`src/rtl/i2c_block_regs.svh`:
```
/*
 * Register indices, field positions and reset values of the receive,
 * address and interrupt-control block.
 * Assumes inclusion by bare name from the design files.
 */
`ifndef I2C_BLOCK_REGS_SVH
`define I2C_BLOCK_REGS_SVH

// ==========================================================
// Register indices on the 4-bit register address
`define RA_TXQ 4'h6
`define RA_RX 4'h7
`define RA_GC 4'h8
`define RA_ADDR 4'h9
`define RA_INTCR 4'ha
`define RA_INTSR 4'hb

// ==========================================================
// Field positions
`define ICR_REG_AUTOCLR 7
`define ICR_REG_FORCE 6
`define ICR_FIFO_AUTOCLR 9
`define ICR_FIFO_FORCE 8
`define ADDR_REG_LSB 2
`define RXQ_FIRST_BIT 8
`define FIFO_OVF_BIT 0

// ==========================================================
// Field masks and reset values
`define ICR_REG_MASK 8'hcf
`define ICR_FIFO_MASK 10'h37f
`define RST_ADDR 10'h000
`define RST_ICR_REG 8'h00
`define RST_ICR_FIFO 10'h000
`define RST_BYTE 8'h00
`define RST_WORD 10'h000

// ==========================================================
// Receive queue geometry
`define RXQ_DEPTH 32
`define RXQ_AW 5

`endif

```
`src/rtl/i2c_rx_pkg.sv`:
```
/*
 * Types shared by the receive, address and interrupt-control block.
 * Assumes nothing of its surroundings.
 */
package i2c_rx_pkg;

    // ======================================================
    // Carriers
    typedef struct packed {
        logic valid;
        logic first;
        logic [7:0] data;
    } rx_beat_t;

    typedef struct packed {
        logic cs;
        logic stb;
        logic we;
        logic [3:0] addr;
        logic [9:0] wdata;
    } bus_req_t;

    // ======================================================
    // Abort sequencer states, one bit changing per step except stop back to idle
    typedef enum logic [1:0] {
        ab_idle = 2'b00,
        ab_wait_byte = 2'b01,
        ab_stop = 2'b11,
        ab_nack_stop = 2'b10
    } abort_state_t;

endpackage : i2c_rx_pkg

```
`src/rtl/i2c_rx_addr_irq_control.sv`:
```
/*
 * Receive path, general call byte, own address, interrupt control and
 * transmit-queue abort sequencing behind the 4-bit system bus.
 * Assumes the bit-level engine runs on sys_clk and hands over bytes,
 * events and busy levels as same-clock signals.
 */
//
// Overview of operation
// - Queue reset while transmitting finishes the current byte, then issues STOP.
// - Queue reset while receiving issues NACK then STOP to release the bus.
// - Receive location decodes its fields by the active mode.
// - Register mode holds the last received byte, bit 0 received last.
// - Queue entries carry the byte plus a first-after-START flag.
// - A write to the receive location in queue mode resets its pointers.
// - Second command byte of a general call is captured read-only.
// - Register mode address holds A9..A2, or A6..A2 for 7-bit; resets zero.
// - Queue mode address holds A9..A0, or A6..A0 for 7-bit; resets zero.
// - Register mode control: auto-clear, force and four interrupt enables, reset zero.
// - Queue mode control: auto-clear, force, reserved and seven enables, reset zero.
// - With auto-clear set, reading status clears all flags.
// - Force bit raises the request regardless of events.
// - Writing status clears each flag whose written bit is one.
// - Reading the transmit location in queue mode resets its pointers.
`timescale 1ns/1ps
`include "i2c_block_regs.svh"

module i2c_rx_addr_irq_control (
    input wire logic sys_clk,
    input wire logic rst_b,
    input wire logic fifo_mode,
    input wire logic fifo_rst,
    input wire logic bus_cs,
    input wire logic bus_stb,
    input wire logic bus_we,
    input wire logic [3:0] bus_addr,
    input wire logic [9:0] bus_wdata,
    output logic [9:0] bus_rdata,
    output logic bus_ack,
    input wire i2c_rx_pkg::rx_beat_t rx_beat,
    input wire logic gc_valid,
    input wire logic [7:0] gc_byte,
    input wire logic link_tx_busy,
    input wire logic link_rx_busy,
    input wire logic link_byte_done,
    input wire logic [3:0] reg_events,
    input wire logic [6:0] fifo_events,
    output logic [9:0] own_addr,
    output logic tx_queue_flush,
    output logic abort_stop,
    output logic abort_nack_stop,
    output logic rxq_empty,
    output logic irq
);

    // ======================================================
    // Reset release
    logic rst_meta_q;
    logic rst_sync_b;

    always_ff @(posedge sys_clk or negedge rst_b) begin
        if (!rst_b) begin
            rst_meta_q <= 1'b0;
            rst_sync_b <= 1'b0;
        end else begin
            rst_meta_q <= 1'b1;
            rst_sync_b <= rst_meta_q;
        end
    end

    // ======================================================
    // Bus decode
    i2c_rx_pkg::bus_req_t req;
    logic ack_q;
    logic [9:0] rdata_q;

    assign req = '{cs: bus_cs, stb: bus_stb, we: bus_we,
                   addr: bus_addr, wdata: bus_wdata};

    // One access per strobe: the ack cycle never retakes it
    wire taken = req.cs & req.stb & ~ack_q;
    wire wr = taken & req.we;
    wire rd = taken & ~req.we;
    wire hit_txq = req.addr == `RA_TXQ;
    wire hit_rx = req.addr == `RA_RX;
    wire hit_gc = req.addr == `RA_GC;
    wire hit_addr = req.addr == `RA_ADDR;
    wire hit_icr = req.addr == `RA_INTCR;
    wire hit_isr = req.addr == `RA_INTSR;

    assign bus_ack = ack_q;
    assign bus_rdata = rdata_q;

    // ======================================================
    // Configuration registers
    logic [9:0] addr_q;
    logic [7:0] icr_reg_q;
    logic [9:0] icr_fifo_q;

    wire addr_wr = wr & hit_addr;
    wire icr_wr = wr & hit_icr;
    wire [9:0] addr_d = fifo_mode ? req.wdata :
        {req.wdata[7:0], addr_q[`ADDR_REG_LSB-1:0]};

    always_ff @(posedge sys_clk or negedge rst_sync_b) begin
        if (!rst_sync_b) begin
            addr_q <= `RST_ADDR;
            icr_reg_q <= `RST_ICR_REG;
            icr_fifo_q <= `RST_ICR_FIFO;
        end else begin
            if (addr_wr) begin
                addr_q <= addr_d;
            end
            if (icr_wr && !fifo_mode) begin
                icr_reg_q <= req.wdata[7:0] & `ICR_REG_MASK;
            end
            if (icr_wr && fifo_mode) begin
                icr_fifo_q <= req.wdata & `ICR_FIFO_MASK;
            end
        end
    end

    assign own_addr = addr_q;

    wire auto_clr = fifo_mode ? icr_fifo_q[`ICR_FIFO_AUTOCLR] :
        icr_reg_q[`ICR_REG_AUTOCLR];
    wire force_on = fifo_mode ? icr_fifo_q[`ICR_FIFO_FORCE] :
        icr_reg_q[`ICR_REG_FORCE];
    wire [6:0] irq_en = fifo_mode ? icr_fifo_q[6:0] :
        {3'b000, icr_reg_q[3:0]};

    // ======================================================
    // Receive capture
    logic [7:0] rx_byte_q;
    logic [7:0] gc_byte_q;

    always_ff @(posedge sys_clk or negedge rst_sync_b) begin
        if (!rst_sync_b) begin
            rx_byte_q <= `RST_BYTE;
            gc_byte_q <= `RST_BYTE;
        end else begin
            if (rx_beat.valid && !fifo_mode) begin
                rx_byte_q <= rx_beat.data;
            end
            if (gc_valid) begin
                gc_byte_q <= gc_byte;
            end
        end
    end

    // ======================================================
    // Receive queue
    logic [8:0] rxq_head;
    logic rxq_full;

    wire rxq_flush = fifo_rst | (wr & hit_rx & fifo_mode);
    wire rxq_push = rx_beat.valid & fifo_mode;
    wire rxq_pop = rd & hit_rx & fifo_mode;
    // Overflow is raised here since only this block sees the full queue
    wire rxq_ovf = rxq_push & rxq_full;

    rx_queue u_rx_queue (
        .clk(sys_clk),
        .rst_b(rst_sync_b),
        .flush(rxq_flush),
        .push(rxq_push),
        .push_data({rx_beat.first, rx_beat.data}),
        .pop(rxq_pop),
        .head(rxq_head),
        .empty(rxq_empty),
        .full(rxq_full)
    );

    // ======================================================
    // Interrupt flags
    logic [6:0] flags;

    wire [6:0] ovf_vec = {6'h00, rxq_ovf} << `FIFO_OVF_BIT;
    wire [6:0] evt = fifo_mode ? (fifo_events | ovf_vec) :
        {3'b000, reg_events};
    wire [6:0] wclr = (wr & hit_isr) ? req.wdata[6:0] : 7'h00;
    wire rd_clr = rd & hit_isr & auto_clr;

    irq_unit u_irq_unit (
        .clk(sys_clk),
        .rst_b(rst_sync_b),
        .set(evt),
        .wclr(wclr),
        .rd_clr(rd_clr),
        .enable(irq_en),
        .force_on(force_on),
        .flags(flags),
        .irq(irq)
    );

    // ======================================================
    // Read selection, fields by active mode
    wire [9:0] rd_rx = fifo_mode ? {1'b0, rxq_head & {9{~rxq_empty}}} :
        {2'b00, rx_byte_q};
    wire [9:0] rd_addr = fifo_mode ? addr_q :
        {2'b00, addr_q[9:`ADDR_REG_LSB]};
    wire [9:0] rd_icr = fifo_mode ? icr_fifo_q : {2'b00, icr_reg_q};
    wire [9:0] rd_isr = fifo_mode ? {3'b000, flags} :
        {6'h00, flags[3:0]};
    wire [9:0] rd_mux =
        hit_rx ? rd_rx :
        hit_gc ? {2'b00, gc_byte_q} :
        hit_addr ? rd_addr :
        hit_icr ? rd_icr :
        hit_isr ? rd_isr : `RST_WORD;

    always_ff @(posedge sys_clk or negedge rst_sync_b) begin
        if (!rst_sync_b) begin
            ack_q <= 1'b0;
            rdata_q <= `RST_WORD;
        end else begin
            ack_q <= taken;
            if (rd) begin
                rdata_q <= rd_mux;
            end
        end
    end

    // ======================================================
    // Transmit queue abort
    i2c_rx_pkg::abort_state_t ab_q;
    i2c_rx_pkg::abort_state_t ab_d;
    logic flush_q;

    // The write-only location still reacts to a read in queue mode
    wire tx_flush = fifo_rst | (rd & hit_txq & fifo_mode);

    always_comb begin
        ab_d = ab_q;
        unique case (ab_q)
            i2c_rx_pkg::ab_idle: begin
                if (tx_flush && link_tx_busy) begin
                    ab_d = i2c_rx_pkg::ab_wait_byte;
                end else if (tx_flush && link_rx_busy) begin
                    ab_d = i2c_rx_pkg::ab_nack_stop;
                end
            end
            i2c_rx_pkg::ab_wait_byte: begin
                if (link_byte_done) begin
                    ab_d = i2c_rx_pkg::ab_stop;
                end
            end
            i2c_rx_pkg::ab_stop: begin
                ab_d = i2c_rx_pkg::ab_idle;
            end
            i2c_rx_pkg::ab_nack_stop: begin
                ab_d = i2c_rx_pkg::ab_idle;
            end
        endcase
    end

    always_ff @(posedge sys_clk or negedge rst_sync_b) begin
        if (!rst_sync_b) begin
            ab_q <= i2c_rx_pkg::ab_idle;
            flush_q <= 1'b0;
        end else begin
            ab_q <= ab_d;
            flush_q <= tx_flush;
        end
    end

    assign tx_queue_flush = flush_q;
    assign abort_stop = ab_q == i2c_rx_pkg::ab_stop;
    assign abort_nack_stop = ab_q == i2c_rx_pkg::ab_nack_stop;
endmodule : i2c_rx_addr_irq_control

```
`src/rtl/irq_unit.sv`:
```
/*
 * Sticky interrupt flags with write-one clear, read clear, enables and
 * a force bit driving one registered request.
 * Assumes event pulses and clears on the same clock.
 */
`timescale 1ns/1ps

module irq_unit (
    input wire logic clk,
    input wire logic rst_b,
    input wire logic [6:0] set,
    input wire logic [6:0] wclr,
    input wire logic rd_clr,
    input wire logic [6:0] enable,
    input wire logic force_on,
    output logic [6:0] flags,
    output logic irq
);

    wire [6:0] clr_only = (wclr | {7{rd_clr}}) & ~set;
    wire irq_d = (|(flags & enable)) | force_on;

    // ======================================================
    // One flag per bit; an event beats a clear in the same cycle
    genvar i;
    generate
        for (i = 0; i < 7; i++) begin : g_flag
            always_ff @(posedge clk or negedge rst_b) begin
                if (!rst_b) begin
                    flags[i] <= 1'b0;
                end else begin
                    flags[i] <= (flags[i] & ~(wclr[i] | rd_clr)) | set[i];
                end
            end
        end
    endgenerate

    always_ff @(posedge clk or negedge rst_b) begin
        if (!rst_b) begin
            irq <= 1'b0;
        end else begin
            irq <= irq_d;
        end
    end
endmodule : irq_unit

```
`src/rtl/rx_queue.sv`:
```
/*
 * Receive queue of 32 entries of first-byte flag plus data byte.
 * Assumes a reset released synchronously to clk.
 */
`timescale 1ns/1ps
`include "i2c_block_regs.svh"

module rx_queue (
    input wire logic clk,
    input wire logic rst_b,
    input wire logic flush,
    input wire logic push,
    input wire logic [8:0] push_data,
    input wire logic pop,
    output logic [8:0] head,
    output logic empty,
    output logic full
);

    logic [8:0] mem_q [`RXQ_DEPTH];
    logic [`RXQ_AW:0] wr_q;
    logic [`RXQ_AW:0] rd_q;
    wire do_push = push & ~full & ~flush;
    wire do_pop = pop & ~empty & ~flush;

    assign empty = wr_q == rd_q;
    assign full = (wr_q[`RXQ_AW] != rd_q[`RXQ_AW]) &&
        (wr_q[`RXQ_AW-1:0] == rd_q[`RXQ_AW-1:0]);
    assign head = mem_q[rd_q[`RXQ_AW-1:0]];

    // ======================================================
    // Pointers; flush wins so no stale entry survives
    always_ff @(posedge clk or negedge rst_b) begin
        if (!rst_b) begin
            wr_q <= '0;
            rd_q <= '0;
        end else if (flush) begin
            wr_q <= '0;
            rd_q <= '0;
        end else begin
            wr_q <= wr_q + (`RXQ_AW+1)'(do_push);
            rd_q <= rd_q + (`RXQ_AW+1)'(do_pop);
        end
    end

    always_ff @(posedge clk) begin
        if (do_push) begin
            mem_q[wr_q[`RXQ_AW-1:0]] <= push_data;
        end
    end
endmodule : rx_queue

```
`config.mk`:
```
export PLATFORM = sky130hd
export DESIGN_NAME = i2c_rx_addr_irq_control
export DESIGN_NICKNAME = d
export VERILOG_FILES = /design/src/rtl/i2c_rx_pkg.sv /design/src/rtl/i2c_rx_addr_irq_control.sv /design/src/rtl/irq_unit.sv /design/src/rtl/rx_queue.sv
export VERILOG_INCLUDE_DIRS = /design/src /design/src/rtl
export SDC_FILE = /design/constraint.sdc
export NUM_CORES = 1
export LEC_CHECK = 0
export BUFFER_PORTS_ARGS = -buffer_cell sky130_fd_sc_hd__buf_4
export CORE_UTILIZATION = 54
export DETAILED_ROUTE_END_ITERATION = 16
export PLACE_DENSITY = 0.77
export SETUP_SLACK_MARGIN = 0.3
export SLEW_MARGIN = 20
export SYNTH_ARGS = -nofsm -noshare
export SYNTH_HDL_FRONTEND = slang
export SYNTH_SLANG_ARGS = --single-unit
export TNS_END_PERCENT = 50
```
`constraint.sdc`:
```
create_clock -name sys_clk -period 2.4 [get_ports sys_clk]
set_input_delay 0 -clock sys_clk [delete_from_list [all_inputs] [get_ports sys_clk]]
set_output_delay 0 -clock sys_clk [all_outputs]
set_load 0.02 [all_outputs]
```
# After elaboration in Yosys (flattened, before gate mapping)
# Memory sizes are Yosys's and may differ from the RTL's.
# Cells that the tools add are included.
# classes
addsub,2
n_mul,0
n_div,0
magnitude_cmp,0
n_eq_ne,14
shift,0
n_mux,23
n_bitwise,60
n_reduce_logical,12
# op_table
op,n
2-to-1 mux 10 bit,7
2-to-1 mux 7 bit,5
AND 1 bit,28
bitwise OR 1 bit,17
equality test 4 bit (second input constant),4
adder 6 x 1 -> 6 bit,2
2-to-1 mux 6 bit,2
NOT 1 bit,12
AND 9 bit,1
2-to-1 mux 9 bit,1
equality test 4 x 3 -> 1 bit (second input constant),2
AND 7 bit,1
bitwise OR 7 x 1 -> 7 bit,1
OR reduction 7 bit,1
equality test 6 bit,1
logical AND 1 bit,6
2-to-1 mux 2 bit,3
one-hot mux 2 bit (3 select lines),1
equality test 5 bit,1
equality test 2 bit (second input constant),2
2-to-1 mux 1 bit,4
AND reduction 2 bit,2
!= test 3 bit (second input constant),1
equality test 2 x 1 -> 1 bit (second input constant),1
5 further kinds,5
# totals
register_bits,77
latchBits,0
ram_bits,288
romBits,0
elab_cells,134
n_memories,1
# memory_table
name,words,width,rd,rd_ports_with_merged_regs,write_ports,line_no,source
u_rx_queue.mem_q,32,9,1,0,1,rx_queue.sv:20,logic [8:0] mem_q [`RXQ_DEPTH];

# Logic depth before layout (Yosys ltp)
# logic_depth
word_depth,10
depth_mapped,10
depth_no_buf,9

# Modules after synthesis
# Synthesis repeated with hierarchy kept, for this count alone.
# unflattened
hier_cells,834
area_unflattened_um2,15210.8
# modules_own_cells
module,instances,cells_each,area_per_inst_um2,seq_area_each_um2
rx_queue,1,522,11780.0,8948.6
i2c_rx_addr_irq_control,1,285,3105.5,1426.4
irq_unit,1,27,325.3,200.2

# Least setup slack after synthesis
# No wires, ideal clock.
# synth_path
path_type,register -> register
from,register ack_q (netlist: bus_ack)
to,"memory u_rx_queue.mem_q[0][0], enable pin"
setup_time_ps,374
arrival_time_ps,2230
path_slack_ps,-205
path_stages_with_launch,7
n_path_buf,1
synth_period_minus_slack_ps,2605
cell_sequence,dfrtp_1 and3b_1 a41o_4 a311oi_4 or3b_1 buf_2 nor2_1
# synth_between
elab_chain_cells,10
# synth_rtl
element,line_no,source
start: declaration,i2c_rx_addr_irq_control.sv:73,logic ack_q;
start signal: assignment,i2c_rx_addr_irq_control.sv:216,ack_q <= taken;
NOT 1 bit,i2c_rx_addr_irq_control.sv:80,wire taken = req.cs & req.stb & ~ack_q;
AND 1 bit,i2c_rx_addr_irq_control.sv:80,
named net taken,i2c_rx_addr_irq_control.sv:80,
AND 1 bit,i2c_rx_addr_irq_control.sv:81,wire wr = taken & req.we;
AND 1 bit (2 in a row),i2c_rx_addr_irq_control.sv:155,wire rxq_flush = fifo_rst | (wr & hit_rx & fifo_mode);
bitwise OR 1 bit,i2c_rx_addr_irq_control.sv:155,
NOT 1 bit,rx_queue.sv:23,wire do_push = push & ~full & ~flush;
AND 1 bit,rx_queue.sv:23,
2-to-1 mux 1 bit,rx_queue.sv:47,if (do_push) begin
2-to-1 mux 1 bit,rx_queue.sv:48,mem_q[wr_q[`RXQ_AW-1:0]] <= push_data;
end: declaration,rx_queue.sv:20,
# The timed path passes the listed nets, and every way through them passes these cells.

# Worst setup path in the final report
# layout_path
from,register u_rx_queue.rd_q[3]
to,"memory u_rx_queue.mem_q[12][8], enable pin"
# layout_between
elab_chain_cells,7
# layout_rtl
element,line_no,source
start: declaration,rx_queue.sv:22,logic [`RXQ_AW:0] rd_q;
start signal: assignment,rx_queue.sv:42,rd_q <= rd_q + (`RXQ_AW+1)'(do_pop);
equality test 5 bit,rx_queue.sv:28,(wr_q[`RXQ_AW-1:0] == rd_q[`RXQ_AW-1:0]);
logical AND 1 bit,rx_queue.sv:27,assign full = (wr_q[`RXQ_AW] != rd_q[`RXQ_AW]) &&
NOT 1 bit,rx_queue.sv:23,
AND 1 bit (2 in a row),rx_queue.sv:23,
2-to-1 mux 1 bit,rx_queue.sv:47,
2-to-1 mux 1 bit,rx_queue.sv:48,
# Every way passes these cells.

==> results.yml <==
worst_setup_path:
  worstSetupStartpointType: "register"
  arrival_ps: 2720
  crit_type: "reg2reg"
  crit_path_cell_trace: "xor2_1 > nor3_1 > buf_4 > a311oi_4 > buf_4 > or3b_4 > nor2_4 > buf_12"
  crit_fanout: 9
  worstPathRequired_ps: 2650
  cpPeakStageDelay_ps: 480
  worstSetupEndpointType: "register"
  crit_slowest_cell: "or3b_4"
  timing.critical_path.mode_cell: "buf_4"
clocking:
  tritoncts: "built"
  htreeDepth: 2
  cts_buffer_depth: 3
  cts_made_buffers: 38
  clkLatencyLatePin_ps: 540
  cts.sinks: 365
  clk_pin_slew_worst_paths_ps: 70
  cts_root_buf: "clkbuf_16"
logic_synthesis:
  synthesis.nets: 978
  synth_cells: 920
  avgSynthCellArea_um2: 16.6
  synth_seq_cells: 365
  yosys-top-cells-count: "edfxtp_1, dfrtp_1, mux2_2, nor2_1, mux4_2"
  yosys_warnings: 0
  synth-main-ff-cell: "edfxtp_1"
  yosysUniqueCellTypes: 68
  synth_edf_count: 288
  synth_top_cell_area_share_pct: 56.6
  syn_area_mm2: 0.0153
  synth.largest_area_cell: "edfxtp_1"
  ys_seq_area_share_pct: 69.2
  synth_most_common_cell: "edfxtp_1"
  synth-async-reset-ratio_pct: 21.1
  synth_area_leaders: "edfxtp_1, dfrtp_1, mux4_2"
placed_design:
  pre_cts_ws_ps: -92.1
  dp_hpwl_um: 23500
  gp_congestion: 0.925
  dp_cells: 1401
  port_buffers: 79
finish:
  final_cells: 1576
  seq_area_mm2: 0.0106
  area_growth_pct: 30.1
  fillers: 1662
  multiInputGateArea_mm2: 0.00498
  nets: 1231
  drive_above_1_share_pct: 39.6
  num_antenna_cells: 0
timing:
  clock.fmax_mhz: 405
  slew_headroom_pct: 36.9
  setup_viol: 54
  tightest_slew_ps: 945
  worst_slack_ps: -70.9
  slew_viol_final: 0
  min_period_ps: 2470
  finClkSkew_ps: 20.0
  period_share_pct: 103
  hold_viol: 0
  fin_hold_ws_ps: 77.9
  rsz0062_at_grt: "true"
grt:
  grt_max_degree: 55
  grt_pass1_wl_um: 60600
  grt_usage_pct: 28.9
  grt_antenna_before_repair: 1
  overflow: 0
  grt_pass1_vias: 9742
die:
  rows: 61
  fp.coreArea_mm2: 0.0278
  die_w_um: 170
  initial_core_util_pct: 55.0
  ioPinCount: 80
  die_height_um: 170
  dieArea_mm2: 0.0290
route:
  post_drt_wl_per_cell_um: 27.3
  post_drt_via_cell_ratio: 6.33
  drc_errors: 0
  drtAntennaViolNets: 0
  drtIter0Drc: 1271
  first_pass_iters: 8
  vias: 9980
  totalWireLength_um: 43100
power_and_ir_drop:
  power_frac_comb_pct: 6.3
  p_int_w: 0.0105
  p_clk_share_pct: 41.2
  p_leak_nw: 6.96
  p_sw_w: 0.00299
  swShare_pct: 22.1
  p_per_area_mw_per_mm2: 678
  peakVddDrop_mv: 0.430
  seq_power_share_pct: 52.5
run_status:
  status: "complete, but fails checks"
  violations: "setup timing"
hold_path:
  hold_path_class: "in2reg"
flow_run:
  drv_cap: 0
[registers in the layout (all words and copies together) (netlist names), 7 cells and up]
register,flops
bus_rdata,10
gc_byte_q,8
u_rx_queue.mem_q,288
own_addr,10
rx_byte_q,8
u_irq_unit.flags,7
icr_fifo_q,9
[timing repair]
| item | CTS | global route |
|---|---|---|
| setup buffers | 24 | 5 |
| endpoints found under the setup margin | 302 | 306 |
| hold endpoints to repair | 354 | 0 |
| resized for setup | 64 | 127 |
| cloned | 17 | 5 |
| pin swaps | 22 | 48 |
| hold buffers | 59 | 0 |
[through the flow]
stage | total power (W) | TNS, ps | instance area (um2) | util, %
4_1_cts | 0.0134 | 0 | 19300 | 69.5
5_1_grt | 0.0138 | -5770 | 19900 | 71.6
3_5_place_dp | 0.00791 | -3960 | 16800 | 60.6
3_3_place_gp | 0.00789 | -681 | 16800 | 60.6
6_report | 0.0135 | -2210 | 19900 | 71.6
2_1_floorplan | 0.00751 | 0 | 15400 | -
[power groups by stage]
stage	Combinational, W	Sequential, W	Clock, W
detailed placement	0.000708	0.00721	0
finish	0.000855	0.00708	0.00555
global placement	0.000691	0.00720	0
global route	0.000906	0.00709	0.00585
floorplan	0.000278	0.00723	0
CTS	0.000821	0.00708	0.00554
[layer usage]
metal,part of all wire (%),vias to the layer above,global-route usage [%]
li1,-,4137,-
met1,38,5062,38.3
met2,49,661,45.9
met3,8.8,120,6.79
met4,4.0,0,12.7
met5,0,-,0
[path summary, 6_finish.rpt]
| check | start | to | slack, ps | depth (start not counted) |
|---|---|---|---|---|
| hold / removal | bus_stb | bus_rdata[7] | 80 | 5 |
| max in group asynchronous | rst_sync_b | icr_fifo_q[1] | 1330 | 1 |
| min in group asynchronous | rst_b | rst_sync_b | 340 | 3 |
| hold reg to reg | rst_meta_q | rst_sync_b | 350 | 0 |
| setup / recovery | u_rx_queue.rd_q[3] | u_rx_queue.mem_q[12][8] | -70 | 8 |
| setup reg to reg | u_rx_queue.rd_q[3] | u_rx_queue.mem_q[12][8] | -70 | 8 |
[area by class of cell]
cell class,count,area share (%)
Tap cell,378,2.38
Inverter,10,0.189
Clock inverter,19,0.774
Multi-Input combinational cell,497,25.0
Clock buffer,46,4.98
Timing Repair Buffer,261,13.4
Sequential cell,365,53.2
[critical path: cells and delay by family (launching register included)]
family                 cells  cell delay (ps)
buffers and inverters      3              500
flip-flops                 1              410
XOR/XNOR                   1              210
AO/OA/AOI/OAI              1              370
AND/OR/NAND/NOR            3              690
[cells by family after synthesis]
group                    count (synthesis)  share of synthesized area [%]
XOR/XNOR                                15                          0.859
adder cells (fa/ha/maj)                  4                          0.327
other                                    1                         0.0245
AO/OA/AOI/OAI                          123                           5.79
flip-flops                             365                           69.2
buffers and inverters                   62                           2.05
AND/OR/NAND/NOR                        197                           6.40
multiplexers                           153                           15.4
[cells in the final DEF (no fill, tap or decap), drive strengths merged, types with 27 or more instances in the layout]
cell / synthesis / final
mux2i: 27 / 27
o21ai: 32 / 32
dlygate4sd3: 0 / 59
mux2: 67 / 67
buf: 28 / 198
edfxtp: 288 / 288
dfrtp: 77 / 77
clkbuf: 24 / 47
nor2: 66 / 69
mux4: 59 / 59
nand2: 46 / 46
Power figures use the tool's default switching activity.
